File: src/rtl/ctl_pkg.sv
// Package for the console terminal line handler: codes, types, constants.
// Assumes a single pclk domain; shared by the handler and its echo queue.
package ctl_pkg;
   localparam int unsigned CTL_CLK_MHZ   = 125;
   localparam int unsigned CTL_LINE_MAX  = 80;
   localparam int unsigned CTL_IDX_W     = 7;
   localparam int unsigned CTL_ECHO_DEPTH = 16;
   localparam int unsigned CTL_ECHO_AW   = 4;

   localparam logic [7:0] CTL_ASCII_CTRL_OFS = 8'h40;
   localparam logic [7:0] CTL_CH_CTRL_C = 8'h43 - CTL_ASCII_CTRL_OFS;
   localparam logic [7:0] CTL_CH_CTRL_O = 8'h4F - CTL_ASCII_CTRL_OFS;
   localparam logic [7:0] CTL_CH_CTRL_P = 8'h50 - CTL_ASCII_CTRL_OFS;
   localparam logic [7:0] CTL_CH_CTRL_Q = 8'h51 - CTL_ASCII_CTRL_OFS;
   localparam logic [7:0] CTL_CH_CTRL_R = 8'h52 - CTL_ASCII_CTRL_OFS;
   localparam logic [7:0] CTL_CH_CTRL_S = 8'h53 - CTL_ASCII_CTRL_OFS;
   localparam logic [7:0] CTL_CH_CTRL_U = 8'h55 - CTL_ASCII_CTRL_OFS;
   localparam logic [7:0] CTL_CH_DEL    = 8'h7F;
   localparam logic [7:0] CTL_CH_ESC    = 8'h1B;
   localparam logic [7:0] CTL_CH_CR     = 8'h0D;
   localparam logic [7:0] CTL_CH_LF     = 8'h0A;
   localparam logic [7:0] CTL_CH_CARET  = 8'h5E;
   localparam logic [7:0] CTL_CH_BSL    = 8'h5C;
   localparam logic [7:0] CTL_CH_DOLLAR = 8'h24;
   localparam logic [7:0] CTL_CH_BS     = 8'h08;
   localparam logic [7:0] CTL_CH_SPACE  = 8'h20;
   localparam logic [7:0] CTL_CH_GT     = 8'h3E;
   localparam logic [7:0] CTL_CH_QMARK  = 8'h3F;
   localparam logic [7:0] CTL_CH_COLON  = 8'h3A;
   localparam logic [7:0] CTL_CH_N      = 8'h4E;
   localparam logic [7:0] CTL_CH_ZERO   = 8'h30;
   localparam logic [7:0] CTL_CH_A_MIN10 = 8'h37;

   // Baud index 0..7 = 300,600,1200,2400,4800,9600,19200,38400
   localparam logic [2:0] CTL_BAUD_RST  = 3'h2;
   localparam logic [2:0] CTL_BAUD_MAX  = 3'h7;

   // APB map
   localparam logic [7:0] CTL_A_CTRL    = 8'h00;
   localparam logic [7:0] CTL_A_STAT    = 8'h04;
   localparam logic [7:0] CTL_A_CMD     = 8'h08;
   localparam logic [7:0] CTL_A_ERR     = 8'h0C;
   localparam logic [7:0] CTL_A_LINE    = 8'h10;
   localparam logic [7:0] CTL_A_TXD     = 8'h14;
   localparam logic [31:0] CTL_CTRL_RST = 32'h0000_0000;

   typedef enum logic [1:0] {
      CTL_CMD_NONE, CTL_CMD_CONTINUE, CTL_CMD_START
   } ctl_cmd_t;

   typedef struct packed {
      logic       valid;
      logic [7:0] data;
   } ctl_char_t;

   typedef struct packed {
      logic        valid;
      logic [31:0] addr;
   } ctl_start_t;
endpackage

File: src/rtl/ctl_line_handler.sv
// Console terminal line handler: mode routing, control characters, echo.
// Assumes an APB master, a UART that delivers rx bytes and takes tx bytes.
//
// Overview of operation
// - Program mode forwards, console mode to console
// - Ctrl-P with enable key enters console
// - Ctrl-P when secured forwarded, no echo
// - Halt switch at power-up enters console
// - Console entry halts only boot processor
// - Continue or start command leaves console
// - Errors print question mark, four hex digits, space
// - Secondary errors prefixed with node number
// - Break steps baud upward, wraps, prompts in console mode
// - Ctrl-C aborts, echoes ^C, kills line
// - Console Ctrl-P acts as Ctrl-C, ^P
// - Ctrl-O toggles discard, echo on start
// - Prompt, error, program mode clear discard
// - Ctrl-S suspends output, no echo
// - Ctrl-Q resumes output, no echo
// - Ctrl-R echoes ^R CR LF, reprints line
// - Ctrl-U kills line, echoes ^U prompt
// - Hardcopy delete echoes backslash, then deleted chars after the first, backslash in place of next char
// - Video delete backs up and erases
// - Escape quotes next char, echoes dollar
// - Return hands line to command processor
// - Ctrl-P ends node pass-through session
// - Baud starts at 1200
`timescale 1ns/10ps
module ctl_line_handler
   import ctl_pkg::*;
(
   input  wire logic         pclk,
   input  wire logic         presetn,
   input  wire logic         psel,
   input  wire logic         penable,
   input  wire logic         pwrite,
   input  wire logic [7:0]   paddr,
   input  wire logic [31:0]  pwdata,
   output logic [31:0]       prdata,
   output logic              pready,
   output logic              pslverr,
   input  wire ctl_char_t    rx_char,
   input  wire logic         rx_break,
   input  wire logic         key_enable,
   input  wire logic         key_halt,
   output ctl_char_t         os_char,
   output ctl_char_t         tx_char,
   input  wire logic         tx_ready,
   output logic [2:0]        baud_sel,
   output logic              boot_cpu_halt,
   output ctl_start_t        boot_cpu_start,
   output logic              passthru_end
);
   logic              console_ff;
   logic              discard_ff;
   logic              suspend_ff;
   logic              esc_ff;
   logic              hdel_ff;
   logic              strap_done_ff;
   logic [2:0]        baud_ff;
   logic              halt_ff;
   ctl_start_t        start_ff;
   logic              pend_ff;
   ctl_char_t         os_ff;
   ctl_char_t         tx_ff;
   logic [31:0]       prdata_ff;
   logic              pready_ff;
   logic              pslverr_ff;
   logic [7:0]        line_ff [CTL_LINE_MAX];
   logic [CTL_IDX_W-1:0] len_ff;
   logic              line_rdy_ff;
   logic [CTL_IDX_W-1:0] rd_ix_ff;
   // Sequencer of multi-character echo strings
   typedef enum logic [3:0] {
      CTL_S_IDLE, CTL_S_CRLF_CR, CTL_S_CRLF_LF, CTL_S_PROMPT1,
      CTL_S_PROMPT2, CTL_S_PROMPT3, CTL_S_PROMPT4, CTL_S_REPRINT,
      CTL_S_ERASE2, CTL_S_ERASE3, CTL_S_LETTER, CTL_S_CR_ONLY
   } ctl_seq_t;
   ctl_seq_t          seq_ff;
   logic              seq_reprint_ff;
   logic [CTL_IDX_W-1:0] rp_ix_ff;
   // Error report formatter
   logic [15:0]       err_code_ff;
   logic [3:0]        err_node_ff;
   logic [7:0]        letter_ff;
   logic [3:0]        err_pos_ff;
   logic              err_busy_ff;
   ctl_char_t         q_push;
   logic              q_room;
   ctl_char_t         q_head;
   logic              apb_acc;
   logic              apb_wr;
   logic              apb_rd;
   logic              line_busy;
   logic              rx_con;
   logic              ctl_p_in;
   logic [7:0]        ch;
   logic              abort_in;
   logic [31:0]       ctrl_ff;

   assign apb_acc   = psel && penable && !pready_ff;
   assign apb_wr    = apb_acc && pwrite;
   assign apb_rd    = apb_acc && !pwrite;
   assign line_busy = (seq_ff != CTL_S_IDLE) || err_busy_ff;
   assign ch        = rx_char.data;
   assign ctl_p_in  = rx_char.valid && (ch == CTL_CH_CTRL_P);
   assign rx_con    = rx_char.valid && console_ff && q_room && !line_busy;
   assign abort_in  = rx_con && !esc_ff
                      && (ch == CTL_CH_CTRL_C || ch == CTL_CH_CTRL_P);

   ctl_echo_q u_echo (
      .pclk     (pclk),
      .presetn  (presetn),
      .push     (q_push),
      .can_push (q_room),
      .pop_en   (tx_ready && !suspend_ff && !tx_ff.valid),
      .head     (q_head)
   );

   // Mode control
   always_ff @(posedge pclk or negedge presetn) begin
      if (!presetn) begin
         console_ff    <= 1'b0;
         strap_done_ff <= 1'b0;
         halt_ff       <= 1'b0;
         start_ff      <= '0;
         pend_ff       <= 1'b0;
      end else begin
         strap_done_ff <= 1'b1;
         start_ff.valid <= 1'b0;
         pend_ff       <= 1'b0;
         if (!strap_done_ff && key_halt) begin
            console_ff <= 1'b1;
            halt_ff    <= 1'b1;
         end
         if (!console_ff && ctl_p_in && key_enable) begin
            console_ff <= 1'b1;
            halt_ff    <= 1'b1;
            pend_ff    <= 1'b1;
         end
         if (apb_wr && paddr == CTL_A_CMD && console_ff) begin
            unique case (ctl_cmd_t'(pwdata[1:0]))
               CTL_CMD_CONTINUE: begin
                  console_ff <= 1'b0;
                  halt_ff    <= 1'b0;
               end
               CTL_CMD_START: begin
                  console_ff <= 1'b0;
                  halt_ff    <= 1'b0;
                  start_ff   <= '{valid: 1'b1, addr: {pwdata[31:2], 2'b00}};
               end
               default: ;
            endcase
         end
      end
   end

   // Forwarding to the operating system
   always_ff @(posedge pclk or negedge presetn) begin
      if (!presetn) begin
         os_ff <= '0;
      end else begin
         os_ff.valid <= rx_char.valid && !console_ff
                        && !(ctl_p_in && key_enable);
         os_ff.data  <= ch;
      end
   end

   // Output flow state
   always_ff @(posedge pclk or negedge presetn) begin
      if (!presetn) begin
         discard_ff <= 1'b0;
         suspend_ff <= 1'b0;
      end else begin
         if (rx_con && !esc_ff && ch == CTL_CH_CTRL_O) begin
            discard_ff <= !discard_ff;
         end
         if (abort_in || !console_ff || seq_ff == CTL_S_PROMPT1
             || (apb_wr && paddr == CTL_A_ERR)) begin
            discard_ff <= 1'b0;
         end
         if (rx_con && !esc_ff && ch == CTL_CH_CTRL_S) begin
            suspend_ff <= 1'b1;
         end
         if (rx_char.valid && console_ff && ch == CTL_CH_CTRL_Q) begin
            suspend_ff <= 1'b0;
         end
      end
   end

   // Baud stepping on break
   always_ff @(posedge pclk or negedge presetn) begin
      if (!presetn) begin
         baud_ff <= CTL_BAUD_RST;
      end else if (apb_wr && paddr == CTL_A_CTRL) begin
         baud_ff <= pwdata[4:2];
      end else if (rx_break && ctrl_ff[0]) begin
         baud_ff <= (baud_ff == CTL_BAUD_MAX) ? 3'h0 : baud_ff + 3'h1;
      end
   end

   // Line editing, echo generation and error printing
   always_ff @(posedge pclk or negedge presetn) begin
      if (!presetn) begin
         len_ff      <= '0;
         esc_ff      <= 1'b0;
         hdel_ff     <= 1'b0;
         line_rdy_ff <= 1'b0;
         seq_ff      <= CTL_S_IDLE;
         seq_reprint_ff <= 1'b0;
         rp_ix_ff    <= '0;
         err_busy_ff <= 1'b0;
         err_pos_ff  <= '0;
         err_code_ff <= '0;
         err_node_ff <= '0;
         letter_ff   <= '0;
         q_push      <= '0;
      end else begin
         q_push <= '0;
         if (apb_rd && paddr == CTL_A_LINE && line_rdy_ff
             && rd_ix_ff == len_ff) begin
            line_rdy_ff <= 1'b0;
            len_ff      <= '0;
         end
         if (seq_ff != CTL_S_IDLE && q_room) begin
            q_push.valid <= !discard_ff;
            unique case (seq_ff)
               CTL_S_CRLF_CR: begin
                  q_push.data <= CTL_CH_CR;
                  seq_ff <= CTL_S_CRLF_LF;
               end
               CTL_S_CRLF_LF: begin
                  q_push.data <= CTL_CH_LF;
                  rp_ix_ff <= '0;
                  seq_ff <= seq_reprint_ff ? CTL_S_REPRINT : CTL_S_PROMPT1;
               end
               CTL_S_PROMPT1: begin
                  q_push <= '{valid: 1'b1, data: CTL_CH_GT};
                  seq_ff <= CTL_S_PROMPT2;
               end
               CTL_S_PROMPT2: begin
                  q_push.data <= CTL_CH_GT;
                  seq_ff <= CTL_S_PROMPT3;
               end
               CTL_S_PROMPT3: begin
                  q_push.data <= CTL_CH_GT;
                  seq_ff <= CTL_S_PROMPT4;
               end
               CTL_S_PROMPT4: begin
                  q_push.data <= CTL_CH_SPACE;
                  seq_ff <= CTL_S_IDLE;
               end
               CTL_S_REPRINT: begin
                  if (rp_ix_ff == len_ff) begin
                     q_push.valid <= 1'b0;
                     seq_ff <= CTL_S_IDLE;
                  end else begin
                     q_push.data <= line_ff[rp_ix_ff];
                     rp_ix_ff <= rp_ix_ff + 7'h1;
                  end
               end
               CTL_S_ERASE2: begin
                  q_push.data <= CTL_CH_SPACE;
                  seq_ff <= CTL_S_ERASE3;
               end
               CTL_S_ERASE3: begin
                  q_push.data <= CTL_CH_BS;
                  seq_ff <= CTL_S_IDLE;
               end
               CTL_S_LETTER: begin
                  q_push <= '{valid: 1'b1, data: letter_ff};
                  seq_ff <= (letter_ff == 8'h4F) ? CTL_S_CR_ONLY : CTL_S_CRLF_CR;
               end
               CTL_S_CR_ONLY: begin
                  q_push <= '{valid: 1'b1, data: CTL_CH_CR};
                  seq_ff <= CTL_S_IDLE;
               end
               default: seq_ff <= CTL_S_IDLE;
            endcase
         end else if (err_busy_ff && q_room) begin
            q_push.valid <= 1'b1;
            err_pos_ff <= err_pos_ff + 4'h1;
            unique case (err_pos_ff)
               4'h0: q_push.data <= CTL_CH_N;
               4'h1: q_push.data <= CTL_CH_SPACE;
               4'h2: q_push.data <= hex(err_node_ff);
               4'h3: q_push.data <= CTL_CH_COLON;
               4'h4: q_push.data <= CTL_CH_SPACE;
               4'h5: q_push.data <= CTL_CH_QMARK;
               4'h6: q_push.data <= hex(err_code_ff[15:12]);
               4'h7: q_push.data <= hex(err_code_ff[11:8]);
               4'h8: q_push.data <= hex(err_code_ff[7:4]);
               4'h9: q_push.data <= hex(err_code_ff[3:0]);
               default: begin
                  q_push.data <= CTL_CH_SPACE;
                  err_busy_ff <= 1'b0;
               end
            endcase
         end else if (apb_wr && paddr == CTL_A_ERR && !line_busy) begin
            err_code_ff <= pwdata[15:0];
            err_node_ff <= pwdata[19:16];
            err_pos_ff  <= pwdata[20] ? 4'h0 : 4'h5;
            err_busy_ff <= 1'b1;
         end else if (apb_wr && paddr == CTL_A_TXD && !line_busy) begin
            q_push <= '{valid: !discard_ff, data: pwdata[7:0]};
         end else if (rx_break && ctrl_ff[0] && console_ff) begin
            seq_reprint_ff <= 1'b0;
            seq_ff <= CTL_S_CRLF_CR;
         end else if (rx_con) begin
            esc_ff <= 1'b0;
            letter_ff <= ch + CTL_ASCII_CTRL_OFS;
            if (hdel_ff && !(ch == CTL_CH_DEL && !esc_ff)) begin
               hdel_ff <= 1'b0;
            end
            if (esc_ff) begin
               if (!line_rdy_ff && len_ff < 7'(CTL_LINE_MAX)) begin
                  line_ff[len_ff] <= ch;
                  len_ff <= len_ff + 7'h1;
               end
               q_push <= '{valid: !discard_ff, data: ch};
            end else begin
               unique case (ch)
                  CTL_CH_CTRL_C, CTL_CH_CTRL_P, CTL_CH_CTRL_U: begin
                     len_ff <= '0;
                     line_rdy_ff <= 1'b0;
                     q_push <= '{valid: 1'b1, data: CTL_CH_CARET};
                     seq_reprint_ff <= 1'b0;
                     seq_ff <= CTL_S_LETTER;
                  end
                  CTL_CH_CTRL_O: begin
                     q_push <= '{valid: !discard_ff, data: CTL_CH_CARET};
                     seq_ff <= discard_ff ? CTL_S_IDLE : CTL_S_LETTER;
                  end
                  CTL_CH_CTRL_R: begin
                     q_push <= '{valid: !discard_ff, data: CTL_CH_CARET};
                     seq_reprint_ff <= 1'b1;
                     seq_ff <= CTL_S_LETTER;
                  end
                  CTL_CH_CTRL_S, CTL_CH_CTRL_Q: ;
                  CTL_CH_ESC: begin
                     esc_ff <= 1'b1;
                     q_push <= '{valid: !discard_ff, data: CTL_CH_DOLLAR};
                  end
                  CTL_CH_CR: begin
                     line_rdy_ff <= 1'b1;
                     q_push <= '{valid: !discard_ff, data: CTL_CH_CR};
                  end
                  CTL_CH_DEL: begin
                     if (len_ff != '0 && !line_rdy_ff) begin
                        len_ff <= len_ff - 7'h1;
                        if (ctrl_ff[1]) begin
                           hdel_ff <= 1'b1;
                           q_push <= '{valid: !discard_ff,
                                       data: hdel_ff ? line_ff[len_ff-7'h1]
                                                     : CTL_CH_BSL};
                           if (!hdel_ff) begin
                              rp_ix_ff <= len_ff - 7'h1;
                              seq_reprint_ff <= 1'b0;
                           end
                        end else begin
                           q_push <= '{valid: !discard_ff, data: CTL_CH_BS};
                           seq_ff <= CTL_S_ERASE2;
                        end
                     end
                  end
                  default: begin
                     if (hdel_ff) begin
                        q_push <= '{valid: !discard_ff, data: CTL_CH_BSL};
                     end else begin
                        q_push <= '{valid: !discard_ff, data: ch};
                     end
                     if (!line_rdy_ff && len_ff < 7'(CTL_LINE_MAX)) begin
                        line_ff[len_ff] <= ch;
                        len_ff <= len_ff + 7'h1;
                     end
                  end
               endcase
            end
         end
      end
   end

   function automatic logic [7:0] hex(input logic [3:0] v);
      return (v < 4'hA) ? CTL_CH_ZERO + {4'h0, v} : CTL_CH_A_MIN10 + {4'h0, v};
   endfunction

   // Transmit register and APB slave
   always_ff @(posedge pclk or negedge presetn) begin
      if (!presetn) begin
         tx_ff      <= '0;
         ctrl_ff    <= CTL_CTRL_RST;
         prdata_ff  <= '0;
         pready_ff  <= 1'b0;
         pslverr_ff <= 1'b0;
         rd_ix_ff   <= '0;
      end else begin
         if (tx_ff.valid) begin
            tx_ff.valid <= 1'b0;
         end else if (tx_ready && !suspend_ff && q_head.valid) begin
            tx_ff <= q_head;
         end
         pready_ff  <= apb_acc;
         pslverr_ff <= 1'b0;
         if (apb_wr && paddr == CTL_A_CTRL) begin
            ctrl_ff <= {30'h0, pwdata[1:0]};
         end
         if (!line_rdy_ff) rd_ix_ff <= '0;
         if (apb_acc) begin
            prdata_ff <= 32'h0;
            unique case (paddr)
               CTL_A_CTRL: prdata_ff <= {27'h0, baud_ff, ctrl_ff[1:0]};
               CTL_A_STAT: prdata_ff <= {17'h0, err_busy_ff,
                                         line_rdy_ff, len_ff, 1'b0,
                                         suspend_ff, discard_ff,
                                         halt_ff, console_ff, esc_ff};
               CTL_A_LINE: begin
                  if (!pwrite && line_rdy_ff && rd_ix_ff != len_ff) begin
                     prdata_ff <= {24'h0, line_ff[rd_ix_ff]};
                     rd_ix_ff  <= rd_ix_ff + 7'h1;
                  end
               end
               CTL_A_CMD, CTL_A_ERR, CTL_A_TXD: ;
               default: pslverr_ff <= 1'b1;
            endcase
         end
      end
   end

   assign prdata         = prdata_ff;
   assign pready         = pready_ff;
   assign pslverr        = pslverr_ff;
   assign os_char        = os_ff;
   assign tx_char        = tx_ff;
   assign baud_sel       = baud_ff;
   assign boot_cpu_halt  = halt_ff;
   assign boot_cpu_start = start_ff;
   assign passthru_end   = pend_ff;
endmodule

File: src/rtl/ctl_echo_q.sv
// Echo/output queue for the console terminal line handler.
// Assumes the consumer stalls it by holding pop_en low while suspended.
`timescale 1ns/10ps
module ctl_echo_q
   import ctl_pkg::*;
(
   input  wire logic           pclk,
   input  wire logic           presetn,
   input  wire ctl_char_t      push,
   output logic                can_push,
   input  wire logic           pop_en,
   output ctl_char_t           head
);
   logic [7:0]             mem_ff [CTL_ECHO_DEPTH];
   logic [CTL_ECHO_AW-1:0] wr_ff;
   logic [CTL_ECHO_AW-1:0] rd_ff;
   logic [CTL_ECHO_AW:0]   cnt_ff;
   logic                   do_pop;
   logic                   do_push;

   assign can_push = (cnt_ff < 5'(CTL_ECHO_DEPTH - 4));
   assign do_pop   = pop_en && (cnt_ff != '0);
   assign do_push  = push.valid && (cnt_ff != 5'(CTL_ECHO_DEPTH));
   assign head     = '{valid: (cnt_ff != '0), data: mem_ff[rd_ff]};

   always_ff @(posedge pclk) begin
      if (do_push) begin
         mem_ff[wr_ff] <= push.data;
      end
   end

   always_ff @(posedge pclk or negedge presetn) begin
      if (!presetn) begin
         wr_ff  <= '0;
         rd_ff  <= '0;
         cnt_ff <= '0;
      end else begin
         if (do_push) begin
            wr_ff <= wr_ff + 4'h1;
         end
         if (do_pop) begin
            rd_ff <= rd_ff + 4'h1;
         end
         cnt_ff <= cnt_ff + 5'(do_push) - 5'(do_pop);
      end
   end
endmodule

File: config.mk
export PLATFORM = sky130hd
export DESIGN_NAME = ctl_line_handler
export DESIGN_NICKNAME = d
export VERILOG_FILES = /design/src/rtl/ctl_pkg.sv /design/src/rtl/ctl_line_handler.sv /design/src/rtl/ctl_echo_q.sv
export SDC_FILE = /design/constraint.sdc
export NUM_CORES = 2
export LEC_CHECK = 0
export ABC_AREA = 1
export BUFFER_PORTS_ARGS = -buffer_cell sky130_fd_sc_hd__buf_2
export CAP_MARGIN = 20
export CORE_MARGIN = 4
export CORE_UTILIZATION = 35
export CTS_BUF_LIST = sky130_fd_sc_hd__clkbuf_8
export DETAILED_ROUTE_END_ITERATION = 7
export SKIP_LAST_GASP = 1
export SLEW_MARGIN = 20
export SYNTH_ARGS = -nofsm -noshare
export SYNTH_HDL_FRONTEND = slang
export SYNTH_SLANG_ARGS = --single-unit
export TNS_END_PERCENT = 50
File: constraint.sdc
create_clock -name pclk -period 3.9 [get_ports pclk]
set_input_delay 0.585 -clock pclk [delete_from_list [all_inputs] [get_ports pclk]]
set_output_delay 0.585 -clock pclk [all_outputs]
set_load 0.01 [all_outputs]
==> impl_metrics.json <==
{
  "num_io_pins": 148,
  "cts_tree": "built",
  "dpl_cell_area_mm2": 0.0557,
  "cts_post_setup_buffers_inserted": 0,
  "timing_worst_slew_pin_value_ps": 1030,
  "clk_latency_ps": 930,
  "grt_pass1_vias": 45712,
  "initial_standard_cell_utilization_of_the_core": 0.352,
  "yosys_most_used_dff": "sky130_fd_sc_hd__edfxtp_1",
  "netlist-cell-type-count": 62,
  "design.core.area_mm2": 0.148,
  "final_layout_size_suffix_gt1_frac": 0.115,
  "fp-row-count": 141,
  "synth_area_per_cell_um2": 8.51,
  "cts_root_buf": "sky130_fd_sc_hd__clkbuf_8",
  "routedLengthMet1_um": 82500,
  "ys.warnings.count": 0,
  "grt_setup_unrepaired": "no",
  "vias_per_std_cell": 5.91,
  "slew_viol_final": 0,
  "die-height_um": 394,
  "max-slew-margin-rel": 0.303,
  "detail_route.iter0.violations": 7723,
  "fin_hold_ws_ps": 93.3,
  "syn_inst": 6114,
  "detailedRoute.firstPassIterationCount": 8,
  "critPathMaxFanout": 34,
  "finalWirelength_um": 216000,
  "detail_route.wl_per_cell_um": 25.9,
  "final_cell_area_mm2": 0.0595,
  "path_class": "reg -> reg",
  "final_period_minus_worst_setup_slack_ps": 3660,
  "drt.antenna.violating_nets": 0,
  "irDropWorstVdd_v": 0.000564,
  "htree_levels": 4,
  "worstSetupEndpointType": "register",
  "antenna_found_initial": 8,
  "max-cap-violations": 0,
  "via_count": 49226,
  "report.power.total_mw": 35.2,
  "synth-seq-cells": 929,
  "pin_count_of_the_biggest_net_entering_global_routing": 172,
  "hold_path_class": "in -> reg",
  "highest_layer_used_for_signal_routing": "met5",
  "number_of_buffers_created_by_cts": 161,
  "crit_path_start_kind": "register",
  "grt.total_usage": 0.267,
  "floorplan.die.width_um": 394,
  "cts_max_path_buffers": 3,
  "timing.setup.tns_ps": 0,
  "post_cts_hold_buffer_count": 45,
  "run_status": "complete, no violations",
  "crit_arrival_ps": 4490,
  "nets": 6352,
  "place.detailed.hpwl_um": 142000,
  "buffer_ports.inserted": 128,
  "register_area_share_after_synthesis": 0.521,
  "detail_route.drc_violations": 0,
  "finalSetupViolCount": 0,
  "place.gp.congestion": 0.978,
  "tritoncts_num_sinks": 929,
  "pwr_density_cell_mw_per_mm2": 592,
  "met2WireLength_um": 93500,
  "finalCritPeriodShare": 0.938,
  "dr_wl_met3_um": 26100,
  "area_growth_from_synthesis_to_layout_pct": 14.4,
  "clk_pin_slew_ps": 60,
  "cell_area_synth_mm2": 0.0520,
  "required_ps": 4730,
  "report.final.hold_viol_count": 0,
  "fin_skew_ps": 58.3,
  "p_leak_nw": 22.9,
  "final.fill_count": 14533,
  "max_freq_mhz": 273,
  "ys_async_sr_fraction": 0.173,
  "dieArea_mm2": 0.155,
  "number_of_synthesized_flops_with_an_enable_pin": 768,
  "global_route_wire_length_before_repair_um": 311000,
  "cts-resized-gates": 0,
  "grt_overflow": 0
}
-- logic make-up after synthesis --
| logic type | synth area share |
|---|---|
| simple gates | 0.176 |
| compound gates | 0.203 |
| buf+inv | 0.0755 |
| flops | 0.521 |
| mux | 0.0105 |
| xor+xnor | 0.00673 |
| fa+ha+maj | 0.00784 |
| other cells | 0.000144 |
-- worst paths after layout --
check / start / to / slack [ps] / cells past startpoint
min in group asynchronous: presetn / baud_sel[0] / 620 / 3
min: rx_char[2] / line_ff[43][2] / 90 / 1
max: len_ff[0] / q_push[4] / 240 / 19
max in group asynchronous: presetn / prdata[8] / 1610 / 5
min reg2reg: prdata[4] / prdata[4] / 490 / 2
max reg2reg: len_ff[0] / q_push[4] / 240 / 19
-- final cells by class --
| type | instances | area (um2) | area share |
|---|---|---|---|
| Inverter | 512 | 1950 | 0.0328 |
| Clock buffer | 168 | 2310 | 0.0388 |
| Clock inverter | 125 | 1010 | 0.0170 |
| Multi-Input combinational cell | 4215 | 21100 | 0.355 |
| Tap cell | 1930 | 2410 | 0.0406 |
| Timing Repair Buffer | 443 | 3570 | 0.0600 |
| Sequential cell | 929 | 27100 | 0.456 |
| Antenna cell | 5 | 12.5 | 0.000210 |
-- through the flow --
stage           util  cells  worst slack [ps]
2_1_floorplan      -   6132               730
5_1_grt        0.403   8323               199
6_report       0.403   8327               243
3_5_place_dp   0.378   7984               270
3_3_place_gp   0.378   7984               269
4_1_cts        0.403   8322               515
-- worst max-delay path: stages, from the launching register on --
cell and delay, ps:
sky130_fd_sc_hd__dfrtp_4 580, sky130_fd_sc_hd__inv_8 130, sky130_fd_sc_hd__ha_4 340, sky130_fd_sc_hd__buf_4 500, sky130_fd_sc_hd__o21ai_0 160, sky130_fd_sc_hd__o21ai_0 180, sky130_fd_sc_hd__nand2_1 70, sky130_fd_sc_hd__nand3_1 170
sky130_fd_sc_hd__nand3_1 120, sky130_fd_sc_hd__nand3_1 250, sky130_fd_sc_hd__nand3_1 340, sky130_fd_sc_hd__nand2_1 160, sky130_fd_sc_hd__nand2_1 70, sky130_fd_sc_hd__nand2_1 60, sky130_fd_sc_hd__nand2_1 50, sky130_fd_sc_hd__nand2_1 50
sky130_fd_sc_hd__nand2_1 100, sky130_fd_sc_hd__nand2_1 70, sky130_fd_sc_hd__nand2_1 70, sky130_fd_sc_hd__nand2_1 90
-- layer usage --
metal,up-vias,track usage
met5,-,0
met4,2,0.153
met3,701,0.0748
met2,3422,0.402
met1,23262,0.344
li1,21839,-
-- Yosys cell counts, types with 2 or more instances --
library cell | number | area [um2]
sky130_fd_sc_hd__a211oi_1 | 20 | 150
sky130_fd_sc_hd__a21boi_0 | 2 | 15.0
sky130_fd_sc_hd__a21oi_1 | 595 | 2980
sky130_fd_sc_hd__a221oi_1 | 3 | 26.3
sky130_fd_sc_hd__a22oi_1 | 7 | 52.6
sky130_fd_sc_hd__a31oi_1 | 20 | 125
sky130_fd_sc_hd__a41oi_1 | 3 | 26.3
sky130_fd_sc_hd__buf_1 | 40 | 150
sky130_fd_sc_hd__buf_2 | 112 | 561
sky130_fd_sc_hd__buf_4 | 20 | 150
sky130_fd_sc_hd__clkbuf_1 | 304 | 1140
sky130_fd_sc_hd__clkinv_1 | 10 | 37.5
sky130_fd_sc_hd__conb_1 | 2 | 7.51
sky130_fd_sc_hd__dfrtp_1 | 160 | 4000
sky130_fd_sc_hd__edfxtp_1 | 768 | 23100
sky130_fd_sc_hd__ha_1 | 31 | 388
sky130_fd_sc_hd__inv_1 | 482 | 1810
sky130_fd_sc_hd__inv_2 | 18 | 67.6
sky130_fd_sc_hd__mux2_2 | 30 | 338
sky130_fd_sc_hd__mux2i_1 | 21 | 210
sky130_fd_sc_hd__nand2_1 | 949 | 3560
sky130_fd_sc_hd__nand2_2 | 5 | 31.3
sky130_fd_sc_hd__nand3_1 | 636 | 3180
sky130_fd_sc_hd__nand4_1 | 36 | 225
sky130_fd_sc_hd__nand4_2 | 3 | 37.5
sky130_fd_sc_hd__nor2_1 | 476 | 1790
sky130_fd_sc_hd__nor2_2 | 6 | 37.5
sky130_fd_sc_hd__nor2_4 | 3 | 33.8
sky130_fd_sc_hd__nor3_1 | 23 | 115
sky130_fd_sc_hd__nor4_1 | 9 | 56.3
sky130_fd_sc_hd__o211ai_1 | 159 | 1190
sky130_fd_sc_hd__o21ai_0 | 957 | 4790
sky130_fd_sc_hd__o21ai_1 | 5 | 25.0
sky130_fd_sc_hd__o221ai_1 | 55 | 482
sky130_fd_sc_hd__o22ai_1 | 60 | 375
sky130_fd_sc_hd__o31ai_1 | 12 | 90.1
sky130_fd_sc_hd__o32ai_1 | 13 | 114
sky130_fd_sc_hd__or2_2 | 2 | 12.5
sky130_fd_sc_hd__xnor2_1 | 9 | 78.8
sky130_fd_sc_hd__xor2_1 | 26 | 228
-- sequential cells by signal, summed over array words and instances (netlist names), 7 cells and up --
| signal | count |
|---|---|
| boot_cpu_start | 31 |
| rp_ix_ff | 7 |
| os_char | 9 |
| rd_ix_ff | 7 |
| q_push | 9 |
| u_echo.mem_ff | 128 |
| err_code_ff | 16 |
| len_ff | 7 |
| letter_ff | 8 |
| tx_char | 9 |
| line_ff | 640 |
| prdata | 15 |
-- placed cells by master, fill, tap and decap left out, types with 13 or more instances in the layout --
master,instances
sky130_fd_sc_hd__a31oi_1,20
sky130_fd_sc_hd__o21ai_0,957
sky130_fd_sc_hd__clkbuf_8,168
sky130_fd_sc_hd__buf_12,34
sky130_fd_sc_hd__mux2i_1,21
sky130_fd_sc_hd__clkinv_1,34
sky130_fd_sc_hd__ha_1,30
sky130_fd_sc_hd__inv_1,511
sky130_fd_sc_hd__dfrtp_1,151
sky130_fd_sc_hd__nor3_1,23
sky130_fd_sc_hd__o211ai_1,159
sky130_fd_sc_hd__o32ai_1,13
sky130_fd_sc_hd__mux2_2,30
sky130_fd_sc_hd__edfxtp_1,768
sky130_fd_sc_hd__conb_1,20
sky130_fd_sc_hd__inv_2,22
sky130_fd_sc_hd__buf_4,244
sky130_fd_sc_hd__nor2_1,474
sky130_fd_sc_hd__nand4_1,36
sky130_fd_sc_hd__clkinv_2,32
sky130_fd_sc_hd__nand3_1,636
sky130_fd_sc_hd__nand2_1,948
sky130_fd_sc_hd__dlygate4sd3_1,45
sky130_fd_sc_hd__a21oi_1,595
sky130_fd_sc_hd__o22ai_1,60
sky130_fd_sc_hd__buf_2,119
sky130_fd_sc_hd__xor2_1,24
sky130_fd_sc_hd__a211oi_1,20
sky130_fd_sc_hd__o221ai_1,55
-- report_power, final --
part | internal (mW) | leakage [nW] | switching, mW
Clock | 4.87 | 1.85 | 4.51
Sequential | 11.3 | 8.91 | 0.588
Combinational | 3.82 | 12.1 | 10.1
Total | 20.0 | 22.9 | 15.2
(Power assumes the default switching activity.)
